===== config.mk =====
export PLATFORM = sky130hd
export DESIGN_NAME = sync_serial_port
export DESIGN_NICKNAME = d
export VERILOG_FILES = /design/src/verilog/sync_serial_pkg.sv /design/src/verilog/sync_serial_port.sv
export SDC_FILE = /design/constraint.sdc
export NUM_CORES = 1
export LEC_CHECK = 0
export ABC_CLOCK_PERIOD_IN_PS = 3100
export BUFFER_PORTS_ARGS = -buffer_cell sky130_fd_sc_hd__buf_4
export CORE_UTILIZATION = 58
export DETAILED_ROUTE_END_ITERATION = 8
export PLACE_DENSITY = 0.84
export SYNTH_ARGS = -nofsm -noshare
export SYNTH_HDL_FRONTEND = slang
export SYNTH_SLANG_ARGS = --single-unit

===== constraint.sdc =====
create_clock -name ref_clk -period 3.1 [get_ports ref_clk]
set_input_delay 0.93 -clock ref_clk [delete_from_list [all_inputs] [get_ports ref_clk]]
set_output_delay 0.93 -clock ref_clk [all_outputs]
set_load 0.01 [all_outputs]

===== src/verilog/sync_serial_pkg.sv =====
// constants, register map and carrier types of the synchronous serial port
// assumes a 32-bit classic wishbone host with byte-wide registers in the low lane
package sync_serial_pkg;

  // register byte offsets
  localparam logic [7:0] OFS_TX_STATUS  = 8'h00;
  localparam logic [7:0] OFS_RX_STATUS  = 8'h04;
  localparam logic [7:0] OFS_BAUD_ONE   = 8'h08;
  localparam logic [7:0] OFS_BAUD_TWO   = 8'h0c;
  localparam logic [7:0] OFS_DIV_LOW    = 8'h10;
  localparam logic [7:0] OFS_DIV_HIGH   = 8'h14;
  localparam logic [7:0] OFS_TX_DATA    = 8'h18;
  localparam logic [7:0] OFS_RX_DATA    = 8'h1c;
  localparam logic [7:0] OFS_FLAGS      = 8'h20;

  // transmit_status_control fields
  localparam int TX_CLOCK_SOURCE  = 7;
  localparam int TX_NINTH_EN      = 6;
  localparam int TX_ENABLE        = 5;
  localparam int TX_SYNC_SELECT   = 4;
  localparam int TX_HIGH_SPEED    = 2;
  localparam int TX_SHIFTER_EMPTY = 1;
  localparam int TX_NINTH_BIT     = 0;
  localparam logic [7:0] TX_WRITE_MASK = 8'hf5;

  // receive_status_control fields
  localparam int RX_PORT_ENABLE   = 7;
  localparam int RX_NINTH_EN      = 6;
  localparam int RX_SINGLE        = 5;
  localparam int RX_CONTINUOUS    = 4;
  localparam int RX_OVERRUN       = 1;
  localparam int RX_NINTH_BIT     = 0;
  localparam logic [7:0] RX_WRITE_MASK = 8'hf0;

  // baud control fields
  localparam int BAUD_RX_IDLE     = 6;
  localparam int BAUD_POLARITY    = 4;
  localparam int BAUD_WIDE_DIV    = 3;
  localparam logic [7:0] BAUD_WRITE_MASK = 8'h18;

  // flags register fields
  localparam int FLAG_RECEIVE     = 0;
  localparam int FLAG_TRANSMIT    = 1;

  // reset values and counts
  localparam logic [7:0] CTRL_RESET     = 8'h00;
  localparam logic [3:0] LAST_BIT_EIGHT = 4'd7;
  localparam logic [3:0] LAST_BIT_NINE  = 4'd8;
  localparam logic [1:0] FIFO_DEPTH     = 2'd2;

  typedef enum logic [1:0] {ST_IDLE, ST_TX, ST_RX} eng_state_t;

  typedef struct packed {
    logic       ninth;
    logic [7:0] data;
  } rx_char_t;

  typedef struct packed {
    logic out;
    logic oe;
  } line_drive_t;

endpackage : sync_serial_pkg


===== src/verilog/sync_serial_port.sv =====
// synchronous half-duplex serial port, master or slave, behind a wishbone slave
// assumes clockLineIn/dataLineIn are asynchronous pins; the bench resolves the wires
`timescale 1ns/1ps

// What this block does
// - master single receive clocks one character, then clears single-receive
// - master continuous receive clocks characters until continuous-receive clears
// - clearing continuous-receive mid character stops clock, drops partial character
// - both receive enables set: single clears after first, continuous continues
// - received data sampled at trailing shift clock edge into receive shifter
// - complete character moves into two-entry fifo, receive flag raised
// - receive data shows oldest entry low byte; flag holds while entries unread
// - third character with full fifo sets overrun, keeps data, blocks reception
// - overrun in single receive mode clears on receive data read
// - overrun in continuous mode clears by dropping continuous or port enable
// - nine-bit mode shifts nine bits, status shows oldest entry ninth bit
// - slave takes shift clock from line and never drives clock line
// - slave moves one bit per clock, data changes on leading edge
// - sync select, clock source, receive enables and port enable pick mode
// - master receive never drives the data line
// - polarity bit sets clock idle level and edge on which data changes
// - transmit byte waits for shifter to finish, loads at once if empty
// - master drives one clock per data bit, no start or stop bits
module sync_serial_port
  import sync_serial_pkg::*;
(
  // clock and reset
  input  wire logic        ref_clk,
  input  wire logic        nrst,
  // wishbone slave
  input  wire logic        cyc_i,
  input  wire logic        stb_i,
  input  wire logic        we_i,
  input  wire logic [7:0]  adr_i,
  input  wire logic [3:0]  sel_i,
  input  wire logic [31:0] dat_i,
  output logic      [31:0] dat_o,
  output logic             ack_o,
  // clock line
  input  wire logic        clockLineIn,
  output line_drive_t      clockLine,
  // data line
  input  wire logic        dataLineIn,
  output line_drive_t      dataLine
);

  function automatic logic [3:0] lastBit(input logic nine);
    lastBit = nine ? LAST_BIT_NINE : LAST_BIT_EIGHT;
  endfunction : lastBit

  // control registers
  logic [7:0]  txCtrl_reg;
  logic [7:0]  rxCtrl_reg;
  logic [7:0]  rxCtrl_next;
  logic [7:0]  baudCtrl_reg;
  logic [7:0]  divLow_reg;
  logic [7:0]  divHigh_reg;
  // bus
  logic        ack_reg;
  logic [31:0] datOut_reg;
  logic        popPending_reg;
  // pins
  logic [1:0]  clkSync_reg;
  logic [1:0]  datSync_reg;
  logic        clkPrev_reg;
  // engine
  eng_state_t  state_reg;
  eng_state_t  state_next;
  logic [3:0]  bitCnt_reg;
  logic [8:0]  txShift_reg;
  logic [8:0]  rxShift_reg;
  logic [8:0]  rxWord;
  logic        txOut_reg;
  logic        txBufValid_reg;
  logic [7:0]  txBuf_reg;
  logic [17:0] divCnt_reg;
  logic        phase_reg;
  // receive fifo
  rx_char_t    fifo_reg [2];
  logic        head_reg;
  logic [1:0]  count_reg;
  logic        overrun_reg;
  logic        overrunByRead_reg;

  // field decode
  wire clockSourceMaster = txCtrl_reg[TX_CLOCK_SOURCE];
  wire ninthTxEnable     = txCtrl_reg[TX_NINTH_EN];
  wire transmitEnable    = txCtrl_reg[TX_ENABLE];
  wire syncSelect        = txCtrl_reg[TX_SYNC_SELECT];
  wire highSpeedSelect   = txCtrl_reg[TX_HIGH_SPEED];
  wire transmitNinthBit  = txCtrl_reg[TX_NINTH_BIT];
  wire portEnable        = rxCtrl_reg[RX_PORT_ENABLE];
  wire ninthRxEnable     = rxCtrl_reg[RX_NINTH_EN];
  wire singleRxEnable    = rxCtrl_reg[RX_SINGLE];
  wire contRxEnable      = rxCtrl_reg[RX_CONTINUOUS];
  wire clockIdlePolarity = baudCtrl_reg[BAUD_POLARITY];
  wire wideDividerSelect = baudCtrl_reg[BAUD_WIDE_DIV];

  // mode selection; single-receive starts reception only in the master, but blocks transmit in the slave too
  wire portOn  = portEnable & syncSelect;
  wire rxMode  = contRxEnable | (clockSourceMaster & singleRxEnable);
  wire txMode  = ~singleRxEnable & ~contRxEnable & transmitEnable;
  wire rxAllow = portOn & rxMode & ~overrun_reg;

  // bus decode
  wire reqNew   = cyc_i & stb_i & ~ack_reg;
  wire busFire  = cyc_i & stb_i & ack_reg;
  wire wrFire   = busFire & we_i & sel_i[0];
  wire selTx    = (adr_i == OFS_TX_STATUS);
  wire selRx    = (adr_i == OFS_RX_STATUS);
  wire selBaud  = (adr_i == OFS_BAUD_ONE) | (adr_i == OFS_BAUD_TWO);
  wire selLow   = (adr_i == OFS_DIV_LOW);
  wire selHigh  = (adr_i == OFS_DIV_HIGH);
  wire selTxDat = (adr_i == OFS_TX_DATA);
  wire selRxDat = (adr_i == OFS_RX_DATA);
  wire selFlags = (adr_i == OFS_FLAGS);
  wire popFire  = busFire & popPending_reg;

  // status
  rx_char_t oldest;
  assign oldest = fifo_reg[head_reg];
  wire receiveFlag      = (count_reg != 2'd0);
  wire transmitFlag     = ~txBufValid_reg;
  wire shifterEmptyFlag = (state_reg != ST_TX);
  wire receiverIdleFlag = (state_reg != ST_RX);

  logic [7:0] readMux;
  always_comb begin
    readMux = 8'h00;
    if (selTx) begin
      readMux = txCtrl_reg;
      readMux[TX_SHIFTER_EMPTY] = shifterEmptyFlag;
    end else if (selRx) begin
      readMux = rxCtrl_reg;
      readMux[RX_OVERRUN] = overrun_reg;
      readMux[RX_NINTH_BIT] = oldest.ninth;
    end else if (selBaud) begin
      readMux = baudCtrl_reg;
      readMux[BAUD_RX_IDLE] = receiverIdleFlag;
    end else if (selLow) begin
      readMux = divLow_reg;
    end else if (selHigh) begin
      readMux = divHigh_reg;
    end else if (selRxDat) begin
      readMux = oldest.data;
    end else if (selFlags) begin
      readMux[FLAG_RECEIVE] = receiveFlag;
      readMux[FLAG_TRANSMIT] = transmitFlag;
    end
  end

  assign ack_o = ack_reg;
  assign dat_o = datOut_reg;

  always_ff @(posedge ref_clk or negedge nrst) begin
    if (!nrst) begin
      ack_reg        <= 1'b0;
      datOut_reg     <= 32'h0000_0000;
      popPending_reg <= 1'b0;
    end else begin
      ack_reg <= reqNew;
      if (reqNew) begin
        datOut_reg     <= {24'h00_0000, readMux};
        popPending_reg <= ~we_i & selRxDat & receiveFlag;
      end
    end
  end

  // pin synchronisers and slave edge detection
  wire clkPin     = clkSync_reg[1];
  wire datPin     = datSync_reg[1];
  wire slaveLead  = (clkPin ^ clockIdlePolarity) & ~(clkPrev_reg ^ clockIdlePolarity);
  wire slaveTrail = ~(clkPin ^ clockIdlePolarity) & (clkPrev_reg ^ clockIdlePolarity);

  always_ff @(posedge ref_clk or negedge nrst) begin
    if (!nrst) begin
      clkSync_reg <= 2'b00;
      datSync_reg <= 2'b00;
      clkPrev_reg <= 1'b0;
    end else begin
      clkSync_reg <= {clkSync_reg[0], clockLineIn};
      datSync_reg <= {datSync_reg[0], dataLineIn};
      clkPrev_reg <= clkPin;
    end
  end

  // master shift clock: half period is (n+1) clocks, times four without high speed
  wire [15:0] divValue  = wideDividerSelect ? {divHigh_reg, divLow_reg}
                                            : {8'h00, divLow_reg};
  wire [17:0] divReload = highSpeedSelect ? {2'b00, divValue}
                                          : {divValue, 2'b11};
  wire masterRun   = portOn & clockSourceMaster & (state_reg != ST_IDLE);
  wire divTick     = masterRun & (divCnt_reg == 18'h0_0000);
  wire masterLead  = divTick & ~phase_reg;
  wire masterTrail = divTick & phase_reg;
  wire leadEv      = clockSourceMaster ? masterLead : slaveLead;
  wire trailEv     = clockSourceMaster ? masterTrail : slaveTrail;

  always_ff @(posedge ref_clk or negedge nrst) begin
    if (!nrst) begin
      divCnt_reg <= 18'h0_0000;
      phase_reg  <= 1'b0;
    end else if (!masterRun) begin
      divCnt_reg <= divReload;
      phase_reg  <= 1'b0;
    end else if (divTick) begin
      divCnt_reg <= divReload;
      phase_reg  <= ~phase_reg;
    end else begin
      divCnt_reg <= divCnt_reg - 18'h0_0001;
    end
  end

  // idle level follows polarity; active phase is the opposite level
  assign clockLine.out = phase_reg ^ clockIdlePolarity;
  assign clockLine.oe  = portOn & clockSourceMaster;
  assign dataLine.out  = txOut_reg;
  assign dataLine.oe   = portOn & txMode;

  // shift engine
  wire txLast  = (bitCnt_reg == lastBit(ninthTxEnable));
  wire rxLast  = (bitCnt_reg == lastBit(ninthRxEnable));
  wire txWrite = wrFire & selTxDat & portOn & transmitEnable & ~txBufValid_reg;
  wire txDone  = (state_reg == ST_TX) & trailEv & txLast;
  wire txLoad  = portOn & txMode & txBufValid_reg
               & ((state_reg == ST_IDLE) | txDone);
  wire rxDone  = (state_reg == ST_RX) & rxAllow & trailEv & rxLast;
  wire fifoFull = (count_reg == FIFO_DEPTH);
  wire push     = rxDone & (~fifoFull | popFire);
  wire overrunSet = rxDone & fifoFull & ~popFire;

  always_comb begin
    rxWord = rxShift_reg;
    rxWord[bitCnt_reg] = datPin;
    if (!ninthRxEnable) begin
      rxWord[8] = 1'b0;
    end
  end

  always_comb begin
    state_next = state_reg;
    case (state_reg)
      ST_IDLE: begin
        if (txLoad) begin
          state_next = ST_TX;
        end else if (rxAllow) begin
          state_next = ST_RX;
        end
      end
      ST_TX: begin
        if (!(portOn & txMode)) begin
          state_next = ST_IDLE;
        end else if (txDone && !txLoad) begin
          state_next = ST_IDLE;
        end
      end
      ST_RX: begin
        if (!rxAllow) begin
          state_next = ST_IDLE;
        end else if (rxDone && (!contRxEnable || overrunSet)) begin
          state_next = ST_IDLE;
        end
      end
      default: state_next = ST_IDLE;
    endcase
  end

  always_ff @(posedge ref_clk or negedge nrst) begin
    if (!nrst) begin
      state_reg   <= ST_IDLE;
      bitCnt_reg  <= 4'd0;
      txShift_reg <= 9'h000;
      rxShift_reg <= 9'h000;
      txOut_reg   <= 1'b0;
    end else begin
      state_reg <= state_next;
      if (txLoad) begin
        txShift_reg <= {transmitNinthBit, txBuf_reg};
        bitCnt_reg  <= 4'd0;
      end else if (state_next != state_reg || state_reg == ST_IDLE) begin
        bitCnt_reg  <= 4'd0;
        rxShift_reg <= 9'h000;
      end else if (trailEv) begin
        if (rxDone) begin
          bitCnt_reg  <= 4'd0;
          rxShift_reg <= 9'h000;
        end else begin
          bitCnt_reg <= bitCnt_reg + 4'd1;
          if (state_reg == ST_RX) begin
            rxShift_reg <= rxWord;
          end
        end
      end
      // data changes on the leading edge so it is steady at the trailing one
      if (state_reg == ST_TX && leadEv) begin
        txOut_reg <= txShift_reg[bitCnt_reg];
      end
    end
  end

  // transmit holding register
  always_ff @(posedge ref_clk or negedge nrst) begin
    if (!nrst) begin
      txBufValid_reg <= 1'b0;
      txBuf_reg      <= 8'h00;
    end else if (!portOn || !transmitEnable) begin
      txBufValid_reg <= 1'b0;
    end else if (txWrite) begin
      txBufValid_reg <= 1'b1;
      txBuf_reg      <= dat_i[7:0];
    end else if (txLoad) begin
      txBufValid_reg <= 1'b0;
    end
  end

  // receive fifo; a write while full is dropped unless a pop lands in the same cycle, no unread data is overwritten
  wire       tailIdx = head_reg ^ count_reg[0];
  rx_char_t  newChar;
  assign newChar = '{ninth: rxWord[8], data: rxWord[7:0]};

  always_ff @(posedge ref_clk or negedge nrst) begin
    if (!nrst) begin
      head_reg    <= 1'b0;
      count_reg   <= 2'd0;
      fifo_reg[0] <= '0;
      fifo_reg[1] <= '0;
    end else if (!portOn) begin
      head_reg  <= 1'b0;
      count_reg <= 2'd0;
    end else begin
      if (push) begin
        // a pop in the same cycle frees the head, which tailIdx names when full
        fifo_reg[tailIdx] <= newChar;
      end
      if (popFire) begin
        head_reg <= ~head_reg;
      end
      if (push && !popFire) begin
        count_reg <= count_reg + 2'd1;
      end else if (popFire && !push) begin
        count_reg <= count_reg - 2'd1;
      end
    end
  end

  // overrun: remember which mode it came from to pick the way it is cleared
  always_ff @(posedge ref_clk or negedge nrst) begin
    if (!nrst) begin
      overrun_reg       <= 1'b0;
      overrunByRead_reg <= 1'b0;
    end else if (!portOn) begin
      overrun_reg <= 1'b0;
    end else if (overrunSet) begin
      overrun_reg       <= 1'b1;
      overrunByRead_reg <= ~contRxEnable;
    end else if (overrunByRead_reg && popFire) begin
      overrun_reg <= 1'b0;
    end else if (!overrunByRead_reg && !contRxEnable) begin
      overrun_reg <= 1'b0;
    end
  end

  // control register writes; hardware clears single-receive after one character
  always_comb begin
    rxCtrl_next = rxCtrl_reg;
    if (rxDone) begin
      rxCtrl_next[RX_SINGLE] = 1'b0;
    end
    if (wrFire && selRx) begin
      rxCtrl_next = dat_i[7:0] & RX_WRITE_MASK;
    end
  end

  always_ff @(posedge ref_clk or negedge nrst) begin
    if (!nrst) begin
      txCtrl_reg   <= CTRL_RESET;
      rxCtrl_reg   <= CTRL_RESET;
      baudCtrl_reg <= CTRL_RESET;
      divLow_reg   <= CTRL_RESET;
      divHigh_reg  <= CTRL_RESET;
    end else begin
      rxCtrl_reg <= rxCtrl_next;
      if (wrFire && selTx) begin
        txCtrl_reg <= dat_i[7:0] & TX_WRITE_MASK;
      end
      if (wrFire && selBaud) begin
        baudCtrl_reg <= dat_i[7:0] & BAUD_WRITE_MASK;
      end
      if (wrFire && selLow) begin
        divLow_reg <= dat_i[7:0];
      end
      if (wrFire && selHigh) begin
        divHigh_reg <= dat_i[7:0];
      end
    end
  end

endmodule : sync_serial_port

==> results.sh <==
export IMPL_maxCapViolations=0
export IMPL_setup_viol=0
export IMPL_cts_clk_slew_worst_paths_ps=60
export IMPL_min_path_type="flop to flop"
export IMPL_antenna_found_initial=0
export IMPL_slew_headroom=0.451
export IMPL_nFillCells=759
export IMPL_clkSinkCount=119
export IMPL_rr_startpoint="divCnt_reg[0]"
export IMPL_io_pin_count=88
export IMPL_syn_area_um2=6460
export IMPL_dp_cells=763
export IMPL_initial_utilization=0.596
export IMPL_max_stage_delay_ps=420
export IMPL_yosysSeqAreaShare=0.461
export IMPL_avgSynthCellArea_um2=10.8
export IMPL_fin_skew_ps=10.2
export IMPL_clk_latency_ps=520
export IMPL_drc=0
export IMPL_setup_tns_ps=0
export IMPL_min_period_over_period=0.929
export IMPL_yosysUniqueCellTypes=71
export IMPL_timing_worst_setup_path_type="flop to flop"
export IMPL_crit_family="simple AND/OR/NAND/NOR gates"
export IMPL_syn_to_final_growth_pct=15.3
export IMPL_drt_total_wl_mm=15.8
export IMPL_die_h_um=108
export IMPL_die_area_um2=11600
export IMPL_p_per_area_nw_per_um2=511
export IMPL_core_area_um2=10800
export IMPL_p_sw_uw=831
export IMPL_io_buffer_count=36
export IMPL_grt_overflow=0
export IMPL_critPathSlowestCell="a31o_1"
export IMPL_vias=5009
export IMPL_stdcell_count=795
export IMPL_p_comb_frac=0.041
export IMPL_regArea_um2=2980
export IMPL_cts_setup_buffers=0
export IMPL_clockPowerShare=0.543
export IMPL_finalMaxSlewViolations=0
export IMPL_cp_start_kind="flop"
export IMPL_swShare=0.219
export IMPL_power_total_uw=3800
export IMPL_cts_tree="yes"
export IMPL_nets=699
export IMPL_grtUsageTotal=0.295
export IMPL_place_congestion=0.894
export IMPL_critical_path_startpoint="divCnt_reg[0]"
export IMPL_reg2reg_depth=9
export IMPL_crit_required_ps=3500
export IMPL_place_hpwl_mm=10.8
export IMPL_antenna_cells=0
export IMPL_ctsResizeCount=0
export IMPL_antenna_left=0
export IMPL_grt_pass1_wl_mm=25.8
export IMPL_hold_viol_final=0
export IMPL_critPathCaptureType="flop"
export IMPL_htree_levels=4
export IMPL_seqPwrFrac=0.416
export IMPL_wl_per_cell_um=19.8
export IMPL_ir_drop_mv=0.296
export IMPL_worstHoldStart="datSync_reg[0]"
export IMPL_grt_pass1_vias=4978
export IMPL_async_flop_share=1.00
export IMPL_cts_buffers=17
export IMPL_hold_path_cell_count=0
export IMPL_ys_seq_elements=119
export IMPL_leakagePower_uw=0.00339
export IMPL_synth_edf_count=0
export IMPL_path_cells="inv_1, ha_1, nor4b_1, buf_4, nor3b_1, a31o_1, nand2_2, nor2_8, mux2_2"
export IMPL_period_needed_ps=2880
export IMPL_rows=38
export IMPL_rsz0062_at_grt="no"
export IMPL_cts_root_buf="clkbuf_8"
export IMPL_via_per_inst=6.30
export IMPL_multi_input_area_um2=3220
export IMPL_crit_fanout=9
export IMPL_worst_slew_pin_slew_ps=823
export IMPL_hold_buffers=0
export IMPL_synth_cells=598
export IMPL_ys_warn_count=0
export IMPL_dr_pass1_iters=5
export IMPL_status="finished clean"
export IMPL_drt_iter0_markers=554
export IMPL_synth_ff_type="dfrtp_1"
export IMPL_worst_path_stages=9
export IMPL_drive_gt1_frac=0.281
export IMPL_internal_power_uw=2970
export IMPL_cp_arrival_ps=3280
export IMPL_crit_buf_inv=2
export IMPL_cts_buffer_depth=2
export IMPL_fmax_ghz=0.347
export IMPL_grt_max_degree=120
export IMPL_dieWidth_um=108
==> area by class of cell <==
cell class              count  area share
multi-input cells         441       0.433
flip-flops and latches    119       0.400
clock buffers              20      0.0599
repair buffers             53      0.0552
clock inverters            12      0.0235
well taps                 140      0.0235
inverters                  10     0.00504
==> layer usage <==
layer	wire length [µm]	part of all wire	up-vias	GRT usage
li1	-	-	2225	-
met1	6520	0.41	2490	0.394
met2	7640	0.48	243	0.456
met3	1080	0.068	51	0.0666
met4	529	0.034	0	0.138
met5	0	0	-	0
==> cells by family after synthesis <==
group           after synthesis  synth area share
flops                       119             0.461
fa+ha+maj                     6            0.0116
compound gates              113             0.119
xor+xnor                     19            0.0258
simple gates                182             0.160
buf+inv                      61            0.0535
other cells                   1          0.000581
mux                          97             0.169
==> power by group through the flow <==
stage	clock network, µW	logic, µW	registers, µW
finish	2060	155	1580
floorplan	0	75.8	1610
global placement	0	148	1610
CTS	2080	155	1580
detailed placement	0	153	1610
global route	2150	171	1580
==> worst reg2reg max path, delay by kind of cell, from the launching register on <==
family,cells,cell delay [ps]
AOI/OAI and AO/OA,1,420
adders and majority gates,1,140
buffers and inverters,2,290
DFF,1,410
muxes,1,370
and+or+nand+nor,4,1130
==> Yosys cell counts, drive strengths merged (5+ instances only) <==
master	number	area [µm²]
dfrtp	119	2980
mux2	75	845
nand2	52	198
o21ai	38	194
buf	33	240
nor2	27	134
a21oi	25	129
mux2i	20	200
clkbuf	18	67.6
nand3	18	95.1
nor3b	13	103
nor3	12	60.1
nor2b	11	68.8
inv	10	37.5
xor2	10	87.6
a31oi	9	62.6
nor4	9	86.3
o31ai	9	96.4
xnor2	9	78.8
nand2b	7	43.8
a211oi	6	45.0
ha	6	75.1
and2	5	31.3
and3	5	31.3
==> final timing paths <==
kind                             endpoint  slack (ps)
max in group asynchronous   bitCnt_reg[3]        2110
min reg2reg                datSync_reg[1]         350
min in group asynchronous    fifo_reg[11]         460
max reg2reg                  fifo_reg[13]         220
min                        datSync_reg[1]         350
max                          fifo_reg[13]         220
==> per-stage QoR <==
| stage | worst slack (ps) | util | cell area [µm²] | hold slack, ps |
|---|---|---|---|---|
| 3_5_place_dp | 107 | 0.629 | 6820 | 340 |
| 3_3_place_gp | 162 | 0.629 | 6820 | 332 |
| 5_1_grt | 55.4 | 0.686 | 7440 | 359 |
| 2_1_floorplan | 220 | - | 6540 | 331 |
| 6_report | 220 | 0.686 | 7440 | 354 |
| 4_1_cts | 218 | 0.686 | 7440 | 354 |
==> placed cells by master, fill, tap and decap left out, types with 4 or more instances in the layout <==
cell type,n
a211oi_1,6
a21oi_1,24
a222oi_1,4
a31oi_1,8
and2_1,4
and3_1,5
buf_4,52
bufinv_16,4
clkbuf_16,16
conb_1,24
dfrtp_1,119
ha_1,6
inv_1,10
mux2_2,75
mux2i_1,20
nand2_1,51
nand2b_1,7
nand3_1,17
nor2_1,25
nor2b_1,11
nor3_1,12
nor3b_1,12
nor4_1,7
o21ai_0,37
o31ai_1,5
xnor2_1,9
xor2_1,10
Power figures use the tool's default switching activity.
